$ cat config.mk
export PLATFORM = sky130hd
export DESIGN_NAME = flash_host_ctl
export DESIGN_NICKNAME = d
export VERILOG_FILES = /design/src/rtl/flash_host_pkg.sv /design/src/rtl/flash_bus_if.sv /design/src/rtl/flash_host_ctl.sv /design/src/rtl/flash_strobe_engine.sv
export SDC_FILE = /design/constraint.sdc
export NUM_CORES = 1
export LEC_CHECK = 0
export ABC_AREA = 0
export BUFFER_PORTS_ARGS = -buffer_cell sky130_fd_sc_hd__buf_4
export CORE_UTILIZATION = 30
export CTS_CLUSTER_SIZE = 25
export DETAILED_ROUTE_END_ITERATION = 16
export PLACE_DENSITY = 0.5
export SLEW_MARGIN = 15
export SYNTH_ARGS = -nofsm -noshare
export SYNTH_HDL_FRONTEND = slang
export SYNTH_HIERARCHICAL = 1
export SYNTH_SLANG_ARGS = --single-unit
$ cat constraint.sdc
create_clock -name CLK_I -period 10.59 [get_ports CLK_I]
set_clock_uncertainty 0.15 [all_clocks]
set_input_delay 0.5295 -clock CLK_I [delete_from_list [all_inputs] [get_ports CLK_I]]
set_output_delay 0.5295 -clock CLK_I [all_outputs]
set_load 0.005 [all_outputs]
$ cat src/rtl/flash_host_pkg.sv
// Shared constants and types for the parallel flash host controller
package flash_host_pkg;

  // ----------------------------------------------------------------
  // Rounding helpers
  // ----------------------------------------------------------------
  function automatic int ceil_div(input int num, input int den);
    return (num + den - 1) / den;
  endfunction : ceil_div

  function automatic int floor_div(input int num, input int den);
    return num / den;
  endfunction : floor_div

  // ----------------------------------------------------------------
  // Timing, in printed units, and derived cycle counts
  // ----------------------------------------------------------------
  localparam int CLK_NS = 10;
  localparam int T_WP_NS = 45;         // Write strobe low
  localparam int T_WPH_NS = 20;        // Strobe high recovery
  localparam int T_ACC_NS = 150;       // Read access
  localparam int T_SUSP_MIN_NS = 100;  // Pause takes effect, least
  localparam int T_SUSP_MAX_NS = 15000;  // Pause takes effect, most
  localparam int T_VCS_US = 50;        // Supply up to first strobe
  localparam int SYNC_STAGES = 2;
  localparam int WP_CYC = ceil_div(T_WP_NS, CLK_NS);
  localparam int WPH_CYC = ceil_div(T_WPH_NS, CLK_NS);
  localparam int ACC_CYC = ceil_div(T_ACC_NS, CLK_NS);
  localparam int SUSP_MIN_CYC = ceil_div(T_SUSP_MIN_NS, CLK_NS);
  localparam int SUSP_MAX_CYC = floor_div(T_SUSP_MAX_NS, CLK_NS);
  localparam int PWRUP_CYC = ceil_div(T_VCS_US * 1000, CLK_NS);
  localparam int CNT_W = 16;

  // ----------------------------------------------------------------
  // Bus widths, command bytes and status bit positions
  // ----------------------------------------------------------------
  localparam int AW = 19;
  localparam int DW = 8;
  localparam logic [AW-1:0] UNLOCK1_ADDR = 19'h05555;
  localparam logic [AW-1:0] UNLOCK2_ADDR = 19'h02AAA;
  localparam logic [DW-1:0] UNLOCK1_DATA = 8'hAA;
  localparam logic [DW-1:0] UNLOCK2_DATA = 8'h55;
  localparam logic [DW-1:0] CMD_PROGRAM = 8'hA0;
  localparam logic [DW-1:0] CMD_PAUSE = 8'hB0;
  localparam logic [DW-1:0] CMD_CONTINUE = 8'h30;
  localparam logic [DW-1:0] CMD_ABORT = 8'hF0;
  localparam int POLL_BIT = 7;
  localparam int TOGGLE_BIT = 6;
  localparam int FAIL_BIT = 5;
  localparam int TIMER_BIT = 3;
  localparam logic [1:0] LAST_PROG_STEP = 2'h3;

  // ----------------------------------------------------------------
  // User operations and state machines
  // ----------------------------------------------------------------
  typedef enum logic [2:0] {
    OP_READ = 3'h0,
    OP_PROGRAM = 3'h1,
    OP_PAUSE = 3'h2,
    OP_CONTINUE = 3'h3,
    OP_ABORT = 3'h4
  } op_t;

  typedef enum logic [1:0] {
    E_IDLE = 2'h0,
    E_WLOW = 2'h1,
    E_RWAIT = 2'h2,
    E_REC = 2'h3
  } eng_state_t;

  typedef enum logic [2:0] {
    S_PWRUP = 3'h0,
    S_IDLE = 3'h1,
    S_ACCESS = 3'h2,
    S_SETTLE = 3'h3,
    S_POLL = 3'h4
  } ctl_state_t;

endpackage : flash_host_pkg

$ cat src/rtl/flash_bus_if.sv
// Single-access request channel between sequencer and strobe engine
`timescale 1ns/1ps
`default_nettype none

interface flash_bus_if;
  logic req;
  logic wr;
  logic [flash_host_pkg::AW-1:0] addr;
  logic [flash_host_pkg::DW-1:0] wdata;
  logic [flash_host_pkg::DW-1:0] rdata;
  logic ack;

  modport seq (output req, wr, addr, wdata, input rdata, ack);
  modport eng (input req, wr, addr, wdata, output rdata, ack);
endinterface : flash_bus_if

`default_nettype wire

$ cat src/rtl/flash_host_ctl.sv
// Host controller sequencing program, pause, continue and abort
// What this block does
// - Program is two unlock writes, command byte, then address and data.
// - Pause is one write of its byte, any address, no unlock.
// - Host polls toggle bit at the address given with the command.
// - Continue is one write of its byte, any address, no unlock.
// - Host holds chip or write enable high during power-up.
`timescale 1ns/1ps
`default_nettype none

module flash_host_ctl #(
  parameter int PWRUP_CYC = flash_host_pkg::PWRUP_CYC
) (
  // Clock and reset
  input wire logic CLK_I,
  input wire logic RST_I,
  // User command port
  input wire logic CMD_VALID_I,
  input wire logic [2:0] CMD_I,
  input wire logic [flash_host_pkg::AW-1:0] ADDR_I,
  input wire logic [flash_host_pkg::DW-1:0] DATA_I,
  input wire logic LOW_SUPPLY_I,
  // User status
  output logic BUSY_O,
  output logic DONE_O,
  output logic FAIL_O,
  output logic SUSPENDED_O,
  output logic [flash_host_pkg::DW-1:0] RDATA_O,
  // Flash pins
  input wire logic [flash_host_pkg::DW-1:0] FL_DQ_I,
  output logic [flash_host_pkg::DW-1:0] FL_DQ_O,
  output logic FL_DQ_OE_O,
  output logic [flash_host_pkg::AW-1:0] FL_ADDR_O,
  output logic FL_CE_N_O,
  output logic FL_OE_N_O,
  output logic FL_WE_N_O
);

  // ----------------------------------------------------------------
  // Write word of each step of a sequence
  // ----------------------------------------------------------------
  function automatic logic [flash_host_pkg::AW+flash_host_pkg::DW-1:0]
      seq_word(input flash_host_pkg::op_t op, input logic [1:0] step,
               input logic [flash_host_pkg::AW-1:0] addr,
               input logic [flash_host_pkg::DW-1:0] data);
    logic [flash_host_pkg::AW+flash_host_pkg::DW-1:0] w;
    w = {addr, flash_host_pkg::CMD_ABORT};
    unique case (op)
      flash_host_pkg::OP_PROGRAM: begin
        unique case (step)
          2'h0: w = {flash_host_pkg::UNLOCK1_ADDR,
                     flash_host_pkg::UNLOCK1_DATA};
          2'h1: w = {flash_host_pkg::UNLOCK2_ADDR,
                     flash_host_pkg::UNLOCK2_DATA};
          2'h2: w = {flash_host_pkg::UNLOCK1_ADDR,
                     flash_host_pkg::CMD_PROGRAM};
          2'h3: w = {addr, data};
        endcase
      end
      flash_host_pkg::OP_PAUSE: w = {addr, flash_host_pkg::CMD_PAUSE};
      flash_host_pkg::OP_CONTINUE: w = {addr,
                                        flash_host_pkg::CMD_CONTINUE};
      default: w = {addr, flash_host_pkg::CMD_ABORT};
    endcase
    return w;
  endfunction : seq_word

  // ----------------------------------------------------------------
  // State
  // ----------------------------------------------------------------
  flash_bus_if bus ();
  flash_host_pkg::ctl_state_t state, next_state;
  flash_host_pkg::op_t op, next_op, cmd_op;
  logic [1:0] step, next_step;
  logic [flash_host_pkg::CNT_W-1:0] cnt, next_cnt;
  logic [flash_host_pkg::AW-1:0] addr_l, next_addr_l;
  logic [flash_host_pkg::DW-1:0] data_l, next_data_l, next_rdata;
  logic first, next_first, prev_tog, next_prev_tog;
  logic fail_seen, next_fail_seen, low_meta, low_sync;
  logic next_busy, next_done, next_fail, next_susp;
  logic next_req, next_wr, tog;
  logic [flash_host_pkg::AW+flash_host_pkg::DW-1:0] next_word;

  // Suspend wait bounds at counter width
  localparam logic [flash_host_pkg::CNT_W-1:0] CNT_W_SUSP_MIN =
      flash_host_pkg::CNT_W'(flash_host_pkg::SUSP_MIN_CYC);
  localparam logic [flash_host_pkg::CNT_W-1:0] CNT_W_SUSP_MAX =
      flash_host_pkg::CNT_W'(flash_host_pkg::SUSP_MAX_CYC);

  assign cmd_op = flash_host_pkg::op_t'(CMD_I);
  assign tog = bus.rdata[flash_host_pkg::TOGGLE_BIT];

  // Sequencer next values
  always_comb begin
    next_state = state;
    next_op = op;
    next_step = step;
    next_cnt = cnt;
    next_addr_l = addr_l;
    next_data_l = data_l;
    next_first = first;
    next_prev_tog = prev_tog;
    next_fail_seen = fail_seen;
    next_busy = BUSY_O;
    next_done = 1'b0;
    next_fail = FAIL_O;
    next_susp = SUSPENDED_O;
    next_rdata = RDATA_O;
    next_req = 1'b0;
    next_wr = bus.wr;
    next_word = {bus.addr, bus.wdata};
    unique case (state)
      flash_host_pkg::S_PWRUP: begin
        next_cnt = cnt - 1'b1;
        if (cnt == '0) begin
          next_busy = 1'b0;
          next_state = flash_host_pkg::S_IDLE;
        end
      end
      flash_host_pkg::S_IDLE: begin
        if (CMD_VALID_I) begin
          next_op = cmd_op;
          next_addr_l = ADDR_I;
          next_data_l = DATA_I;
          next_step = 2'h0;
          next_fail = 1'b0;
          if (cmd_op != flash_host_pkg::OP_READ && low_sync) begin
            next_done = 1'b1;
            next_fail = 1'b1;
          end else if ((cmd_op == flash_host_pkg::OP_PROGRAM
                        && SUSPENDED_O)
                       || (cmd_op == flash_host_pkg::OP_CONTINUE
                           && !SUSPENDED_O)) begin
            next_done = 1'b1;
            next_fail = 1'b1;
          end else begin
            next_busy = 1'b1;
            next_req = 1'b1;
            next_wr = (cmd_op != flash_host_pkg::OP_READ);
            next_word = seq_word(cmd_op, 2'h0, ADDR_I, DATA_I);
            next_state = flash_host_pkg::S_ACCESS;
          end
        end
      end
      flash_host_pkg::S_ACCESS: begin
        if (bus.ack) begin
          next_cnt = '0;
          next_first = 1'b1;
          next_fail_seen = 1'b0;
          if (op == flash_host_pkg::OP_READ) begin
            next_rdata = bus.rdata;
            next_done = 1'b1;
            next_busy = 1'b0;
            next_state = flash_host_pkg::S_IDLE;
          end else if (op == flash_host_pkg::OP_PROGRAM
                       && step != flash_host_pkg::LAST_PROG_STEP) begin
            next_step = step + 2'h1;
            next_req = 1'b1;
            next_word = seq_word(op, step + 2'h1, addr_l, data_l);
          end else if (op == flash_host_pkg::OP_PROGRAM) begin
            // Poll the target byte for status
            next_req = 1'b1;
            next_wr = 1'b0;
            next_word = {addr_l, data_l};
            next_state = flash_host_pkg::S_POLL;
          end else if (op == flash_host_pkg::OP_PAUSE) begin
            next_state = flash_host_pkg::S_SETTLE;
          end else begin
            next_susp = 1'b0;
            next_done = 1'b1;
            next_busy = 1'b0;
            next_state = flash_host_pkg::S_IDLE;
          end
        end
      end
      flash_host_pkg::S_SETTLE: begin
        next_cnt = cnt + 1'b1;
        if (cnt >= CNT_W_SUSP_MIN) begin
          next_req = 1'b1;
          next_wr = 1'b0;
          next_word = {addr_l, data_l};
          next_state = flash_host_pkg::S_POLL;
        end
      end
      flash_host_pkg::S_POLL: begin
        next_cnt = cnt + 1'b1;
        if (bus.ack) begin
          next_first = 1'b0;
          next_prev_tog = tog;
          next_fail_seen = bus.rdata[flash_host_pkg::FAIL_BIT];
          next_rdata = bus.rdata;
          if (!first && tog == prev_tog) begin
            // Toggle stopped: operation over or erase held
            next_done = 1'b1;
            next_busy = 1'b0;
            next_susp = (op == flash_host_pkg::OP_PAUSE);
            next_state = flash_host_pkg::S_IDLE;
          end else if (!first && (fail_seen || (op
                       == flash_host_pkg::OP_PAUSE
                       && cnt >= CNT_W_SUSP_MAX))) begin
            next_done = 1'b1;
            next_fail = 1'b1;
            next_busy = 1'b0;
            next_state = flash_host_pkg::S_IDLE;
          end else begin
            next_req = 1'b1;
            next_word = {addr_l, data_l};
          end
        end
      end
      default: next_state = flash_host_pkg::S_IDLE;
    endcase
  end

  // Sequencer registers; power-up wait keeps strobes high
  always_ff @(posedge CLK_I) begin
    low_meta <= LOW_SUPPLY_I;
    low_sync <= low_meta;
    if (RST_I) begin
      state <= flash_host_pkg::S_PWRUP;
      op <= flash_host_pkg::OP_READ;
      step <= 2'h0;
      cnt <= flash_host_pkg::CNT_W'(PWRUP_CYC - 1);
      addr_l <= '0;
      data_l <= '0;
      first <= 1'b1;
      prev_tog <= 1'b0;
      fail_seen <= 1'b0;
      BUSY_O <= 1'b1;
      DONE_O <= 1'b0;
      FAIL_O <= 1'b0;
      SUSPENDED_O <= 1'b0;
      RDATA_O <= '0;
      bus.req <= 1'b0;
      bus.wr <= 1'b0;
      bus.addr <= '0;
      bus.wdata <= '0;
    end else begin
      state <= next_state;
      op <= next_op;
      step <= next_step;
      cnt <= next_cnt;
      addr_l <= next_addr_l;
      data_l <= next_data_l;
      first <= next_first;
      prev_tog <= next_prev_tog;
      fail_seen <= next_fail_seen;
      BUSY_O <= next_busy;
      DONE_O <= next_done;
      FAIL_O <= next_fail;
      SUSPENDED_O <= next_susp;
      RDATA_O <= next_rdata;
      bus.req <= next_req;
      bus.wr <= next_wr;
      {bus.addr, bus.wdata} <= next_word;
    end
  end

  // Pin engine
  flash_strobe_engine engine (
    .clk_i(CLK_I),
    .rst_i(RST_I),
    .bus(bus.eng),
    .dq_i(FL_DQ_I),
    .addr_o(FL_ADDR_O),
    .dq_o(FL_DQ_O),
    .dq_oe_o(FL_DQ_OE_O),
    .ce_n_o(FL_CE_N_O),
    .oe_n_o(FL_OE_N_O),
    .we_n_o(FL_WE_N_O)
  );
endmodule : flash_host_ctl

`default_nettype wire

$ cat src/rtl/flash_strobe_engine.sv
// Pin-level strobe engine: one write or read cycle per request
`timescale 1ns/1ps
`default_nettype none

module flash_strobe_engine (
  // Clock and reset
  input wire logic clk_i,
  input wire logic rst_i,
  // Request channel
  flash_bus_if.eng bus,
  // Flash pins
  input wire logic [flash_host_pkg::DW-1:0] dq_i,
  output logic [flash_host_pkg::AW-1:0] addr_o,
  output logic [flash_host_pkg::DW-1:0] dq_o,
  output logic dq_oe_o,
  output logic ce_n_o,
  output logic oe_n_o,
  output logic we_n_o
);

  // ----------------------------------------------------------------
  // State
  // ----------------------------------------------------------------
  flash_host_pkg::eng_state_t state, next_state;
  logic [7:0] cnt, next_cnt;
  logic [flash_host_pkg::DW-1:0] dq_meta, dq_sync;
  logic [flash_host_pkg::AW-1:0] next_addr;
  logic [flash_host_pkg::DW-1:0] next_dq, next_rdata;
  logic next_dq_oe, next_ce_n, next_oe_n, next_we_n, next_ack;

  // Next-value logic for the strobe sequence
  always_comb begin
    next_state = state;
    next_cnt = cnt;
    next_addr = addr_o;
    next_dq = dq_o;
    next_dq_oe = dq_oe_o;
    next_ce_n = ce_n_o;
    next_oe_n = oe_n_o;
    next_we_n = we_n_o;
    next_rdata = bus.rdata;
    next_ack = 1'b0;
    unique case (state)
      flash_host_pkg::E_IDLE: begin
        if (bus.req) begin
          next_addr = bus.addr;
          next_ce_n = 1'b0;
          if (bus.wr) begin
            // Address taken by the device on the falling strobe
            next_dq = bus.wdata;
            next_dq_oe = 1'b1;
            next_we_n = 1'b0;
            next_cnt = 8'(flash_host_pkg::WP_CYC - 1);
            next_state = flash_host_pkg::E_WLOW;
          end else begin
            next_oe_n = 1'b0;
            next_cnt = 8'(flash_host_pkg::ACC_CYC
                          + flash_host_pkg::SYNC_STAGES - 1);
            next_state = flash_host_pkg::E_RWAIT;
          end
        end
      end
      flash_host_pkg::E_WLOW: begin
        next_cnt = cnt - 8'h01;
        if (cnt == 8'h00) begin
          // Rising strobe latches the data byte
          next_we_n = 1'b1;
          next_ce_n = 1'b1;
          next_cnt = 8'(flash_host_pkg::WPH_CYC - 1);
          next_state = flash_host_pkg::E_REC;
        end
      end
      flash_host_pkg::E_RWAIT: begin
        next_cnt = cnt - 8'h01;
        if (cnt == 8'h00) begin
          next_rdata = dq_sync;
          next_oe_n = 1'b1;
          next_ce_n = 1'b1;
          next_cnt = 8'(flash_host_pkg::WPH_CYC - 1);
          next_state = flash_host_pkg::E_REC;
        end
      end
      flash_host_pkg::E_REC: begin
        next_cnt = cnt - 8'h01;
        if (cnt == 8'h00) begin
          next_dq_oe = 1'b0;
          next_ack = 1'b1;
          next_state = flash_host_pkg::E_IDLE;
        end
      end
    endcase
  end

  // Registers; strobes idle high from reset onward
  always_ff @(posedge clk_i) begin
    dq_meta <= dq_i;
    dq_sync <= dq_meta;
    if (rst_i) begin
      state <= flash_host_pkg::E_IDLE;
      cnt <= 8'h00;
      addr_o <= '0;
      dq_o <= '0;
      dq_oe_o <= 1'b0;
      ce_n_o <= 1'b1;
      oe_n_o <= 1'b1;
      we_n_o <= 1'b1;
      bus.rdata <= '0;
      bus.ack <= 1'b0;
    end else begin
      state <= next_state;
      cnt <= next_cnt;
      addr_o <= next_addr;
      dq_o <= next_dq;
      dq_oe_o <= next_dq_oe;
      ce_n_o <= next_ce_n;
      oe_n_o <= next_oe_n;
      we_n_o <= next_we_n;
      bus.rdata <= next_rdata;
      bus.ack <= next_ack;
    end
  end
endmodule : flash_strobe_engine

`default_nettype wire

==> summary.txt <==
Hold path
  – HP Start: LOW_SUPPLY_I
  – Hold Crit Depth: 1
  – Hold Crit Class: in -> reg
  – WHS Endpoint: low_meta

Clock network
  – Gates resized, CTS repair: 0
  – Buffer depth of the longest clock path: 2
  – Post-CTS Hold Buffers: 0
  – Max H-tree Level: 4
  – Number of buffers created by CTS: 17
  – Clk pin slew, worst setup/hold paths: 70 ps
  – Source-to-sink clock delay at the later pin of the worst-skew pair: 440 ps
  – CTS tree: done
  – Sink Count: 163
  – Cell chosen for the clock root: clkbuf_16
  – Number of setup buffers added after CTS: 0

GRT
  – Antenna violations before repair: 0
  – Gr ovfl total: 0
  – Busiest grt layer: met2
  – Global routing usage on met1: 21.66%
  – Pin count of the biggest net entering global routing: 80
  – First-pass GRT wire length: 33.80 mm
  – Global-route track usage on met3: 3.287%
  – Met2 GRT Util: 26.92%
  – Global routing usage summed across all routing layers: 16.48%
  – Via count of the first global-routing pass: 6342

Timing
  – Final setup violating endpoints: 0
  – Maximum clock rate: 247.2 MHz
  – Setup repair after global routing missed its margin: no
  – Max-slew violations: 0
  – Worst-margin pin slew: 929.5 ps
  – Number of hold violations in the final report: 0
  – Min Tclk post-route: 4045 ps
  – Worst slew margin relative to its limit: 38.03%
  – Total negative setup slack: 0 ps
  – Period Utilization, post-route: 38.19%

Detailed routing
  – Iter 0 DRT Violations: 490
  – Via-per-instance ratio: 5.153
  – Routed length per instance: 16.29 um
  – Vias: 6663
  – Final wirelength: 21.06 mm
  – Remaining routing DRC violations: 0
  – Count of TritonRoute iterations in the first routing pass: 5
  – Number of nets with antenna violations after detailed routing: 0

Synthesis
  – Synthesized-area fraction occupied by ao, oa, aoi and oai cells: 25.86%
  – Fraction of the yosys area taken by sequential cells: 42.77%
  – Simple-gate portion of the synthesized area: 19.97%
  – Ys flop type: dfxtp_1
  – Post-Synth Adder-Cell Area: 4.034%
  – Syn Std Cell Area: 7630 sq um
  – Number of distinct library cells after synthesis: 81
  – Parity-gate share of the synthesized area counting xor and xnor cells: 1.263%
  – Synthesized area per cell: 8.487 sq um
  – Synth async-reset ratio: 0%
  – Multiplexer share of the synthesized area: 1.705%
  – Number of instances in the synthesized netlist: 899
  – Number of storage elements in the synthesis netlist: 163
  – Number of warning messages in the yosys log: 6
  – Count of flip-flops with a built-in enable after synthesis: 0
  – Dominant combinational cell family by area after synthesis: compound AO/OA/AOI/OAI gates
  – Post-Syn Nets: 965

Finish
  – Commonest cells after routing, fill and taps aside: dfxtp_1 (163), nand2_1 (162), a21oi_1 (126)
  – Count of non-filler cells in the finished layout: 1293
  – Fin util: 36.91%
  – Post-layout instance area: 9081 sq um
  – Fraction of final layout cells with drive strength greater than 1: 17.75%
  – Fin nets: 1022
  – Antenna diode count: 0
  – Most common cell after layout, fill and taps aside: dfxtp_1
  – Post-synthesis to final-layout area growth: 19.02%

Setup path
  – Setup CP Type: reg -> reg
  – Element type at the critical path start: flip-flop
  – Slowest stage cell, crit path: dfxtp_1
  – Start of the worst register-to-register path: state[0]
  – Sort of element at the end of the critical path: flip-flop
  – Delay of the slowest critical-path stage: 860 ps
  – R2r endpoint: cnt[15]
  – WP data required: 10800 ps
  – Minimum setup slack among reg-to-reg paths: 6550 ps
  – CP startpoint: state[0]
  – Number of cell instances on the worst register-to-register path: 10
  – Critical Path AT: 4260 ps
  – Top Family by Delay on Critical Path: simple AND/OR/NAND/NOR gates
  – CP Max Fanout: 26
  – Worst Path Buf+Inv: 1
  – Worst path cell trace: or3b_2, nand2_1, inv_1, ha_1, a21oi_1, o211ai_1, nor2b_1, or3_1, a311o_1, a31oi_1

Flow run
  – Max cap viols: 0

Floorplan
  – Die span in x: 161.5 um
  – Area of the die: 26070 sq um
  – Starting Density: 31.01%
  – Rows: 57
  – Die Y: 161.5 um
  – Num ports: 85
  – Floorplan Core Area: 24600 sq um

Placement
  – Port bufs: 84
  – Post-detail-place hpwl: 14.53 mm
  – Placement-stage cell area: 8448 sq um
  – RePlAce Congestion: 0.8291
  – Number of placed instances with taps included: 1261

Status
  – Run status: finished, final reports clean

Power
  – Static Leak: 3.303 nW
  – Worst voltage drop across the vdd grid: 0.08880 mV
  – Total power per unit cell area: 188.4 nW/um^2
## registers in the layout, indices dropped and copies added (netlist names), 2 cells and up
name	flops
step	2
engine/state	2
bus.addr	19
data_l	8
addr_l	19
bus.wdata	8
RDATA_O	8
engine/addr_o	19
engine/dq_o	8
engine/dq_sync	8
engine/dq_meta	8
state	3
cnt	16
engine/bus.rdata	8
engine/cnt	8
op	3
## worst register-to-register path, delay by kind of cell (launching register included)
kind	cells	cell delay, ps
AOI/OAI and AO/OA	4	910
adders and majority gates	1	430
buffers and inverters	1	550
DFF	1	860
and+or+nand+nor	4	1070
## per-layer routing
| layer | vias up | part of all wire (%) |
|---|---|---|
| met2 | 149 | 47 |
| li1 | 3333 | - |
| met5 | - | 0 |
| met1 | 3160 | 47 |
| met3 | 21 | 4.3 |
| met4 | 0 | 1.3 |
## where the power goes
part | switching [mW] | total (mW) | internal, mW
combinational | 0.209 | 0.362 | 0.154
clock | 0.308 | 0.654 | 0.346
sequential | 0.0435 | 0.694 | 0.651
total | 0.561 | 1.71 | 1.15
## layout make-up
| class | instances | area, sq um |
|---|---|---|
| Inverter | 18 | 67.56 |
| Clock buffer | 17 | 425.4 |
| Multi-Input combinational cell | 666 | 4040 |
| Sequential cell | 163 | 3263 |
| Clock inverter | 15 | 203.9 |
| Tap cell | 324 | 405.4 |
| Fill cell | 2566 | 15520 |
| Timing Repair Buffer | 90 | 675.6 |
## synthesized netlist by cell type (all sizes together), types with 4 or more instances
cell / number / area, sq um
and3: 4 / 25.02
nand4: 5 / 31.28
nor2b: 7 / 43.79
nor3: 8 / 45.04
dfxtp: 163 / 3263
xnor2: 5 / 43.79
o21a: 4 / 30.03
a221oi: 9 / 78.83
buf: 16 / 105.1
ha: 23 / 287.8
nor3b: 6 / 45.04
o21ai: 37 / 185.2
mux2i: 13 / 130.1
a2111oi: 4 / 66.32
xor2: 6 / 52.55
nor2: 77 / 289.0
a22oi: 8 / 60.06
nand3: 22 / 115.1
a21oi: 127 / 639.4
or3: 6 / 37.54
nand2: 162 / 608.1
a211oi: 35 / 400.4
a21o: 5 / 38.79
o22ai: 4 / 25.02
clkbuf: 34 / 137.6
inv: 18 / 67.56
a31oi: 9 / 56.30
or4: 7 / 63.81
nand2b: 10 / 62.56
## metrics by stage
step	setup slack [ps]	hold WS [ps]	total power [mW]
global placement	6713	161.5	1.068
floorplan	7224	159.6	0.9919
detailed placement	6628	162.8	1.068
global route	6322	18.65	1.806
finish	6545	34.26	1.710
CTS	6605	19.18	1.730
## kinds of logic after synthesis
group           after synthesis
flops                       163
buf+inv                      70
fa+ha+maj                    24
mux                          13
xor+xnor                     11
simple gates                332
compound gates              286
## worst max path at each step
stage	end	cells after the start
after CTS	cnt[15]	10
after global placement	cnt[15]	10
final	cnt[15]	10
after detailed placement	cnt[15]	10
after floorplan	cnt[15]	11
after global routing	cnt[15]	10
Note: power is estimated with default switching activity, not from simulation.
